`src/rtl/alu_exec_consts.vh`:
```
// Constants for the byte ALU execute stage: opcodes, file addresses,
// register offsets and reset values. Definitions only.
`ifndef ALU_EXEC_CONSTS_VH
`define ALU_EXEC_CONSTS_VH

// Opcode patterns, matched against the instruction's upper bits.
`define OP_ADD_ACC_TO_FILE    6'h07
`define OP_AND_ACC_WITH_FILE  6'h05
`define OP_AND_ACC_WITH_LIT   4'he
`define OP_ABSOLUTE_JUMP      3'h5
`define OP_TRISTATE_LOAD      9'h000

// Instruction fields.
`define DEST_BIT              5
`define FILE_MSB              4

// File addresses with side effects.
`define FILE_TIMER_ZERO       5'h01
`define FILE_PC_LOW           5'h02
`define FILE_IO_PORT_B        5'h06
`define TRISTATE_LOAD_PORT_B_SEL       3'h6

// Program counter.
`define PC_WIDTH              10
`define PC_FORCED_BIT         8

// Register offsets (byte addresses).
`define REG_CTRL              8'h00
`define REG_ACC               8'h04
`define REG_FLAGS             8'h08
`define REG_PORT              8'h0c

// Field positions.
`define CTRL_PRESCALER_TIMER  0
`define CTRL_PC_PAGE          1
`define FLAG_CARRY            0
`define FLAG_DIGIT_CARRY      1
`define FLAG_ZERO             2

// Reset values.
`define CTRL_RESET            8'h00
`define ACC_RESET             8'h00
`define DIR_RESET             8'hff
`define PORT_LATCH_RESET      8'h00

`endif

```
`src/rtl/sync_two_flop.v`:
```
// Two-flop synchroniser for a bus of independent level inputs.
// Assumes each bit is a slow level from outside the clock domain.
`timescale 1ns/1ps
module sync_two_flop #(
   parameter WIDTH = 8
) (
   input  wire             clk,       // Core clock.
   input  wire             rst_n,     // Asynchronous reset, active low.
   input  wire [WIDTH-1:0] async_in,  // Levels from pins.
   output reg  [WIDTH-1:0] sync_out   // Levels in the clock domain.
);
   reg [WIDTH-1:0] meta;

   always @(posedge clk or negedge rst_n) begin
      if (!rst_n) begin
         meta     <= {WIDTH{1'b0}};
         sync_out <= {WIDTH{1'b0}};
      end else begin
         meta     <= async_in;
         sync_out <= meta;
      end
   end
endmodule // sync_two_flop

```
`src/rtl/byte_alu_instruction_execute.v`:
```
// Execute stage for add/AND accumulator instructions plus shared side
// effects: program counter loads, port pin reads, direction latch loads
// and timer prescaler clear, with a classic Wishbone register slave.
// Assumes the fetch stage presents instr with the file operand read
// from file_rdata in the same cycle, and that the register file takes
// file_we/file_waddr/file_wdata one cycle later.
`timescale 1ns/1ps
`include "alu_exec_consts.vh"
module byte_alu_instruction_execute (
   input  wire        clk,             // Core clock, 50 MHz.
   input  wire        rst_n,           // Asynchronous reset, active low.
   input  wire        instr_valid,     // Instruction present this cycle.
   input  wire [11:0] instr,           // Instruction word.
   input  wire [7:0]  file_rdata,      // Operand from the file address.
   input  wire [7:0]  port_pin_in,     // Port pin levels, asynchronous.
   output wire [7:0]  port_pin_out,    // Port output latch.
   output wire [7:0]  port_pin_oe,     // Port driver enable, high drives.
   output reg         file_we,         // File register write pulse.
   output reg  [4:0]  file_waddr,      // File register write address.
   output reg  [7:0]  file_wdata,      // File register write data.
   output reg         pc_load,         // Program counter load pulse.
   output reg  [9:0]  pc_value,        // Program counter load value.
   output reg         prescaler_clear, // Prescaler clear pulse.
   input  wire        wb_cyc_i,        // Wishbone cycle.
   input  wire        wb_stb_i,        // Wishbone strobe.
   input  wire        wb_we_i,         // Wishbone write enable.
   input  wire [7:0]  wb_adr_i,        // Wishbone byte address.
   input  wire [3:0]  wb_sel_i,        // Wishbone byte selects.
   input  wire [31:0] wb_dat_i,        // Wishbone write data.
   output reg  [31:0] wb_dat_o,        // Wishbone read data.
   output reg         wb_ack_o         // Wishbone acknowledge.
);
   // One-hot instruction kinds; K_NONE covers every opcode not run here.
   localparam [3:0] K_NONE = 4'b0001;
   localparam [3:0] K_ADD  = 4'b0010;
   localparam [3:0] K_ANDF = 4'b0100;
   localparam [3:0] K_ANDL = 4'b1000;

   reg  [7:0] acc;
   reg  [7:0] ctrl;
   reg        carry;
   reg        digit_carry_flag;
   reg        zero;
   reg  [7:0] dir_latch;
   reg  [7:0] port_latch;
   wire [7:0] pins_sync;

   reg  [3:0] kind;
   reg  [7:0] operand;
   reg  [8:0] sum;
   reg  [4:0] nibble_sum;
   reg  [7:0] result;
   wire       to_file  = instr[`DEST_BIT];
   wire [4:0] faddr    = instr[`FILE_MSB:0];
   wire       is_jump  = instr_valid &&
                         (instr[11:9] == `OP_ABSOLUTE_JUMP);
   wire       is_tristate_load  = instr_valid &&
                         (instr[11:3] == `OP_TRISTATE_LOAD);
   wire       file_wr  = (kind == K_ADD || kind == K_ANDF) && to_file;
   wire       bus_req  = wb_cyc_i && wb_stb_i && !wb_ack_o;
   // A write lands at the edge where the master sees ack, so the write and
   // its acknowledge can never fall on two different edges.
   wire       bus_wr   = wb_cyc_i && wb_stb_i && wb_ack_o &&
                         wb_we_i && wb_sel_i[0];

   // Pins come from outside the clock domain, so two flops guard them.
   // Operands from the port address therefore lag the pins by two clocks.
   sync_two_flop #(
      .WIDTH (8)
   ) u_pin_sync (
      .clk      (clk),
      .rst_n    (rst_n),
      .async_in (port_pin_in),
      .sync_out (pins_sync)
   );

   assign port_pin_out = port_latch;
   assign port_pin_oe  = ~dir_latch;

   // Decode the instruction and form the result in one cycle.
   always @* begin
      kind = K_NONE;
      if (instr_valid) begin
         if (instr[11:6] == `OP_ADD_ACC_TO_FILE) begin
            kind = K_ADD;
         end else if (instr[11:6] == `OP_AND_ACC_WITH_FILE) begin
            kind = K_ANDF;
         end else if (instr[11:8] == `OP_AND_ACC_WITH_LIT) begin
            kind = K_ANDL;
         end
      end
      // The literal form reads no file, so its low bits are no address.
      if (kind == K_ANDL) begin
         operand = instr[7:0];
      end else if (faddr == `FILE_IO_PORT_B) begin
         operand = pins_sync;
      end else begin
         operand = file_rdata;
      end
      sum        = {1'b0, acc} + {1'b0, operand};
      nibble_sum = {1'b0, acc[3:0]} + {1'b0, operand[3:0]};
      case (kind)
         K_ADD: begin
            result = sum[7:0];
         end
         K_ANDF, K_ANDL: begin
            result = acc & operand;
         end
         default: begin
            result = acc;
         end
      endcase
   end

   // Accumulator, flags and write-back.
   always @(posedge clk or negedge rst_n) begin
      if (!rst_n) begin
         acc              <= `ACC_RESET;
         carry            <= 1'b0;
         digit_carry_flag <= 1'b0;
         zero             <= 1'b0;
         file_we          <= 1'b0;
         file_waddr       <= 5'h00;
         file_wdata       <= 8'h00;
      end else begin
         file_we    <= file_wr;
         file_waddr <= faddr;
         file_wdata <= result;
         // An instruction beats a bus write to the accumulator.
         if (kind != K_NONE) begin
            zero <= (result == 8'h00);
            if (!file_wr) begin
               acc <= result;
            end
         end else if (bus_wr && wb_adr_i == `REG_ACC) begin
            acc <= wb_dat_i[7:0];
         end
         // The AND forms leave carry and digit carry as they were.
         if (kind == K_ADD) begin
            carry            <= sum[8];
            digit_carry_flag <= nibble_sum[4];
         end
      end
   end

   // Program counter loads and prescaler clear.
   // The page bit comes from the control register; file writes to the low
   // program counter byte always clear the bit below it.
   always @(posedge clk or negedge rst_n) begin
      if (!rst_n) begin
         pc_load         <= 1'b0;
         pc_value        <= 10'h000;
         prescaler_clear <= 1'b0;
      end else begin
         pc_load         <= is_jump ||
                            (file_wr && faddr == `FILE_PC_LOW);
         prescaler_clear <= file_wr && faddr == `FILE_TIMER_ZERO &&
                            ctrl[`CTRL_PRESCALER_TIMER];
         if (is_jump) begin
            pc_value <= {ctrl[`CTRL_PC_PAGE], instr[8:0]};
         end else begin
            pc_value <= {ctrl[`CTRL_PC_PAGE], 1'b0, result};
         end
      end
   end

   // Port latches.
   // The direction latch resets to all ones so every driver starts off.
   always @(posedge clk or negedge rst_n) begin
      if (!rst_n) begin
         dir_latch  <= `DIR_RESET;
         port_latch <= `PORT_LATCH_RESET;
      end else begin
         if (is_tristate_load && instr[2:0] == `TRISTATE_LOAD_PORT_B_SEL) begin
            dir_latch <= acc;
         end
         if (file_wr && faddr == `FILE_IO_PORT_B) begin
            port_latch <= result;
         end
      end
   end

   // Wishbone slave: ack follows a request by one cycle and lasts one;
   // read data is registered at the request and held until the next one.
   always @(posedge clk or negedge rst_n) begin
      if (!rst_n) begin
         ctrl     <= `CTRL_RESET;
         wb_ack_o <= 1'b0;
         wb_dat_o <= 32'h0000_0000;
      end else begin
         wb_ack_o <= bus_req;
         if (bus_wr && wb_adr_i == `REG_CTRL) begin
            ctrl <= {6'h00, wb_dat_i[1:0]};
         end
         if (bus_req) begin
            if (wb_adr_i == `REG_CTRL) begin
               wb_dat_o <= {24'h000000, ctrl};
            end else if (wb_adr_i == `REG_ACC) begin
               wb_dat_o <= {24'h000000, acc};
            end else if (wb_adr_i == `REG_FLAGS) begin
               wb_dat_o <= {29'h00000000, zero, digit_carry_flag,
                            carry};
            end else if (wb_adr_i == `REG_PORT) begin
               wb_dat_o <= {8'h00, pins_sync, dir_latch, port_latch};
            end else begin
               wb_dat_o <= 32'h0000_0000;
            end
         end
      end
   end
endmodule // byte_alu_instruction_execute

```
`config.mk`:
```
export PLATFORM = sky130hd
export DESIGN_NAME = byte_alu_instruction_execute
export DESIGN_NICKNAME = d
export VERILOG_FILES = /design/src/rtl/sync_two_flop.v /design/src/rtl/byte_alu_instruction_execute.v
export VERILOG_INCLUDE_DIRS = /design/src /design/src/rtl
export SDC_FILE = /design/constraint.sdc
export NUM_CORES = 1
export LEC_CHECK = 0
export BUFFER_PORTS_ARGS = -buffer_cell sky130_fd_sc_hd__buf_2
export CAP_MARGIN = 5
export CELL_PAD_IN_SITES_DETAIL_PLACEMENT = 1
export CELL_PAD_IN_SITES_GLOBAL_PLACEMENT = 1
export CORE_ASPECT_RATIO = 0.9
export CORE_UTILIZATION = 38
export CTS_CLUSTER_SIZE = 20
export DETAILED_ROUTE_END_ITERATION = 12
export PLACE_DENSITY = 0.84
export SYNTH_ARGS = -nofsm -noshare
export SYNTH_HDL_FRONTEND = slang
export SYNTH_HIERARCHICAL = 1
export SYNTH_SLANG_ARGS = --single-unit
```
`constraint.sdc`:
```
create_clock -name clk -period 2.8 [get_ports clk]
set_input_delay 0.56 -clock clk [delete_from_list [all_inputs] [get_ports clk]]
set_output_delay 0.56 -clock clk [all_outputs]
set_load 0.05 [all_outputs]
```
After elaboration in Yosys (flattened, before gate mapping). Cells that the tools add are included.

Input bits: 78. Bits in read-only memories: 0. Output and inout bits: 75. Flip-flop bits (word level): 104. Bits in latches: 0. Memories kept: 0. Memory bits (writable): 0. Word-level logic and storage cells: 76.

Equal/unequal tests: 16. Add/subtract/negate cells: 2. Bitwise logic cells: 2. Order comparisons: 0. Shift-type cells: 0. Reduce and logical (&&, ||, !) cells: 24. $mul: 0. Multiplexer cells: 15. Divide/modulo/power cells: 0.

Operators with widths (number): 24-bit 2-to-1 mux (4); 8-bit 2-to-1 mux (5); 8-bit by 4-bit == test with 1-bit output, second input constant (2); 8-bit zero test (2); 4-bit 2-to-1 mux (4); 8-bit one-hot mux with 2 select lines (1); 1-bit logical AND (15); 6-bit by 3-bit == test with 1-bit output, second input constant (2); 8-bit by 8-bit adder with 9-bit output (1); 9-bit zero test (1); 9-bit 2-to-1 mux (1); 8-bit AND (1); 4-bit == test, second input constant (2); 8-bit by 3-bit == test with 1-bit output, second input constant (1); 8-bit inverter (1); 3-bit == test, second input constant (2); 4-bit by 4-bit adder with 5-bit output (1); 5-bit by 1-bit == test with 1-bit output, second input constant (1); 5-bit by 2-bit == test with 1-bit output, second input constant (1); 5-bit by 3-bit == test with 1-bit output, second input constant (1); 4-bit by 2-bit == test with 1-bit output, second input constant (1); 4-bit by 3-bit == test with 1-bit output, second input constant (1); 4-bit by 1-bit != test with 1-bit output, second input constant (1); 1-bit logical OR (2); 5 further kinds (5).

Logic depth before layout (Yosys ltp).
Depth after elaboration: 11. Mapped depth: 14. Gate-level depth less buffers: 13.

Cells and area by module. The synthesis kept the hierarchy.

By module, submodules not included: byte_alu_instruction_execute (area each 3951.3 um2, instances 1, seq. area each 2011.9 um2, cells each 377); sync_two_flop (area each 400.4 um2, instances 1, seq. area each 400.4 um2, cells each 16).

Worst setup path before layout. Ideal clock, no wire load.

Path type: input to register. Start: in instr[8]. End: reg zero. Arrival: 3145 ps. Buffers on the path: 2. Required time: 2679 ps. Library setup time: 121 ps. Slack: -466 ps. Cell stages on the path: 14. Cell sequence: and4b_1 nand2_1 buf_2 buf_1 a21oi_1 ha_1 inv_1 fa_1 nor2b_1 o2111ai_1 and4_1 o32ai_1 nor4_2 a22o_1.

Word-level cells in the longest chain between the ends: 10. Elaborated cells between the ends (all ways): 17. Those cells by class: add/sub: 1; eq/ne: 7; mux: 6; bitwise: 1; reduce/logical: 2.

RTL lines: from (decl) (RTL line byte_alu_instruction_execute.v:13) `input wire [11:0] instr,`; 4-bit == test (no line); 4-bit 2-to-1 mux (RTL line byte_alu_instruction_execute.v:88) `` end else if (instr[11:8] == `OP_AND_ACC_WITH_LIT) begin ``; 4-bit 2-to-1 mux (RTL line byte_alu_instruction_execute.v:86) `` end else if (instr[11:6] == `OP_AND_ACC_WITH_FILE) begin ``; 4-bit 2-to-1 mux (*) (RTL line byte_alu_instruction_execute.v:84) `` if (instr[11:6] == `OP_ADD_ACC_TO_FILE) begin ``; 4-bit 2-to-1 mux (*) (RTL line byte_alu_instruction_execute.v:83) `if (instr_valid) begin`; 4-bit == test (RTL line byte_alu_instruction_execute.v:93, byte_alu_instruction_execute.v:102); 8-bit 2-to-1 mux (RTL line byte_alu_instruction_execute.v:93) `if (kind == K_ANDL) begin`; 8-bit by 8-bit adder with 9-bit output / 8-bit AND (equally long branches) (RTL line byte_alu_instruction_execute.v:100, byte_alu_instruction_execute.v:107); 8-bit one-hot mux with 2 select lines (RTL line byte_alu_instruction_execute.v:102) `case (kind)`; 8-bit zero test (RTL line byte_alu_instruction_execute.v:131) `zero <= (result == 8'h00);`; to (signal assigned) (RTL line byte_alu_instruction_execute.v:131); to (decl) (RTL line byte_alu_instruction_execute.v:43) `reg zero;`.

Every way passes the cells marked *; elsewhere a longest branch is shown, timed or not. A chain may end at the register's enable or synchronous reset.

Final worst setup path.
Start: in instr[4]. End: reg zero.

Word-level cells in the longest chain between the ends: 6. Elaborated cells between the ends (all ways): 7. Those cells by class: add/sub: 1; eq/ne: 1; mux: 3; bitwise: 1; reduce/logical: 1.

RTL lines: 5-bit by 3-bit == test with 1-bit output (no line); 8-bit 2-to-1 mux (RTL line byte_alu_instruction_execute.v:95) `` end else if (faddr == `FILE_IO_PORT_B) begin ``; 8-bit 2-to-1 mux (*) (RTL line byte_alu_instruction_execute.v:93); 8-bit by 8-bit adder with 9-bit output / 8-bit AND (equally long branches) (RTL line byte_alu_instruction_execute.v:100, byte_alu_instruction_execute.v:107); 8-bit one-hot mux with 2 select lines (*) (RTL line byte_alu_instruction_execute.v:102); 8-bit zero test (*) (RTL line byte_alu_instruction_execute.v:131).

Marks and branches as above.

==> flow_summary.yaml <==
outcome:
  outcome: "finished, violations left"
  violations: "setup timing"
finish:
  final_layout_size_suffix_gt1_frac: 0.4515
  postLayoutCoreUtil: 0.5458
  design.final.nets: 651
  fillCellCount: 1257
  antennaDiodeCount: 0
  synthToLayoutAreaGrowth_pct: 37.84
  finished_layout_cell_area_um2: 5998
drt:
  antenna_violating_nets_post_route: 0
  dr.pass1.iters: 4
  detailroute.via_count: 3611
  route.detailed.drc: 0
  violation_count_after_the_first_detailed_route_iteration: 155
  totalWireLength_um: 12670
  vias_per_cell: 5.022
  routed_length_per_placed_instance_um: 17.61
worst_hold_path:
  hp-class: "primary input to async pin"
synthesis:
  seq_area_frac_synth: 0.5543
  synthArstFlopShare: 1.000
  syn_area_um2: 4352
  netlist-cell-type-count: 60
  netlist_instances: 393
  synth.most_common_cell: "sky130_fd_sc_hd__dfrtp_1"
  netlist_top_cells_area: "sky130_fd_sc_hd__dfrtp_1 (51%), sky130_fd_sc_hd__dfstp_2 (4.8%), sky130_fd_sc_hd__a21oi_1 (4.1%), sky130_fd_sc_hd__a22o_1 (3.8%), sky130_fd_sc_hd__mux2i_1 (3.0%)"
  synth_commonest_cells: "sky130_fd_sc_hd__dfrtp_1 (88), sky130_fd_sc_hd__a21oi_1 (36), sky130_fd_sc_hd__nand2_1 (34)"
  yosys_warns: 6
  synth-edff-count: 0
  syn_avg_cell_area_um2: 11.07
  ys_ff_latch: 96
  dominantRegCellSynth: "sky130_fd_sc_hd__dfrtp_1"
  synth.largest_area_cell: "sky130_fd_sc_hd__dfrtp_1"
  yosysTopAreaCellShare: 0.5060
setup_path:
  worst_path_largest_cell_delay_ns: 0.41
  crit_required_ns: 3.05
  cp_data_arrival_time_ns: 3.16
  critical_path_peak_fanout: 5
  path_cells: "buf_8 > nor2_4 > nand4b_1 > buf_6 > mux2i_2 > a21oi_2 > ha_2 > inv_2 > fa_2 > nor2b_2 > o2111ai_2 > and4_4 > o32ai_4 > nor4_4 > a22o_1"
  path_depth: 15
  critical_path.endpoint_type: "flip-flop"
  startpoint_kind_of_the_worst_setup_timing_path: "primary input"
  cpLargestDelayFamily: "compound AO/OA/AOI/OAI gates"
  ff2ff_path_depth: 12
  timing.setup.critical_path_class: "primary input to flip-flop"
  cp.buffers_inverters: 3
  cpMaxStageDelayCell: "sky130_fd_sc_hd__fa_2"
global_routing:
  grt_pass1_vias: 3773
  grt_antenna_before_repair: 0
  grt_pass1_wl_um: 19880
  grt_remaining_overflow: 0
  grt_start_max_net_pins: 56
  grt_usage: 0.2244
sta:
  achievable-frequency_ghz: 0.3431
  tightest_slew_ns: 0.5341
  fin_skew_ns: 0.008804
  fin_hold_ws_ns: 0.1698
  final-hold-violation-count: 0
  setup_total_negative_slack_ns: -0.4905
  worst_slew_margin_rel: 0.6439
  post-route-min-period_ns: 2.914
  period_share: 1.041
  layout_setup_ws_ns: -0.1144
  rsz0062_at_grt: "yes"
  timing.final.setup_violations: 6
  report.final.slew_viol_count: 0
placement:
  port_buffers: 117
  placement.cell_area_um2: 5426
  dp.final_hpwl_um: 9545
  place_congestion: 0.8689
  place_ws_ns: -0.5366
cts:
  cts.root.buffer_cell: "sky130_fd_sc_hd__clkbuf_16"
  tritoncts_clock_tree: "built"
  cts_max_level: 3
  cts.sinks: 96
  worstSkewPairLatency_ns: 0.36
  ctsLongestPathBuffers: 2
  numCtsBuffers: 9
  worst_setup_hold_path_clk_slew_ns: 0.07
floorplanning:
  chipWidth_um: 114.8
  start_util: 0.3959
  die_height_um: 103.5
  num_io_pins: 153
  core_box_area_um2: 10990
  fp.dieArea_um2: 11880
  placementRows: 36
pwr:
  total_leakage_power_uw: 0.003007
  pwr_density_cell_nw_per_um2: 663.3
  worst_ir_drop_vdd_mv: 0.4012
job:
  drv.max_cap_violation_count: 0
==> registers in the layout, indices dropped and copies added (netlist names), 5 cells and up <==
register,cells
port_pin_out,8
file_wdata,8
wb_dat_o,24
file_waddr,5
u_pin_sync/sync_out,8
pc_value,10
u_pin_sync/meta,8
dir_latch,8
acc,8
==> worst paths after layout <==
path                                               endpoint  slack, ns                              from
max                                        zero$_DFFE_PN0N_      -0.11                          instr[4]
min in group clk               u_pin_sync/meta[2]$_DFF_PN0_       0.30                    port_pin_in[2]
max in group asynchronous          dir_latch[0]$_DFFE_PN1P_       1.91                             rst_n
max reg2reg                              acc[5]$_DFFE_PN0P_       0.26  u_pin_sync/sync_out[0]$_DFF_PN0_
min reg2reg                u_pin_sync/sync_out[0]$_DFF_PN0_       0.34      u_pin_sync/meta[0]$_DFF_PN0_
min                                 wb_dat_o[9]$_DFFE_PN0P_       0.17                             rst_n
==> where the power goes <==
part,switching [uW],internal (uW),total (uW)
combinational,748,447,1190
clock,562,611,1170
sequential,101,1510,1610
total,1410,2570,3980
==> layout by cell type (no fill, tap or decap), drive strengths merged, types with 3 or more instances in the layout <==
cell type  netlist  layout
nand3            6       6
nor3             3       3
ha              10      10
or3              3       3
a21oi           39      39
and2             4       4
nand2           36      36
dfrtp           88      88
mux2            12      12
nand4b           3       3
o21ai           23      23
nor2            31      31
conb             1       8
buf             17     175
mux2i           13      13
dfstp            8       8
a22o            19      19
a21o             3       3
clkbuf           7       9
inv             27      30
nor2b            3       3
==> logic make-up after synthesis <==
family / Yosys count / share of synthesized area
AND/OR/NAND/NOR: 103 / 0.1271
AO/OA/AOI/OAI: 100 / 0.1498
flip-flops: 96 / 0.5543
buffers and inverters: 51 / 0.05520
multiplexers: 27 / 0.07130
adder cells (fa/ha/maj): 11 / 0.03335
XOR/XNOR: 4 / 0.008052
other: 1 / 0.0008617
==> per-layer routing <==
metal,vias up,part of all wire,global-route usage
li1,1696,-,-
met1,1800,0.45,0.2813
met2,97,0.49,0.3753
met3,18,0.051,0.06027
met4,0,0.013,0.07050
met5,-,0,0
==> cell type report <==
cell class,instances,area (um^2),share of cell area
multi-input combinational,253,1936,0.3227
inverter,27,101.3,0.01690
clock buffer,9,225.2,0.03755
timing repair buffer,175,1080,0.1800
sequential,96,2412,0.4022
clock inverter,7,53.80,0.008970
tap,152,190.2,0.03171
==> stage by stage <==
step / total power (uW) / cells
detailed placement: 2705 / 693
CTS: 3942 / 715
global placement: 2666 / 693
floorplan: 2268 / 400
global route: 4165 / 719
finish: 3979 / 719
==> what timing repair did <==
| action | in CTS | in global routing |
|---|---|---|
| buffers inserted | 6 | 4 |
| pin swaps | 10 | 20 |
| resized for setup | 23 | 24 |
| hold buffers | 0 | 0 |
| setup endpoints to repair | 15 | 17 |
Note: power is estimated with default switching activity, not from simulation.
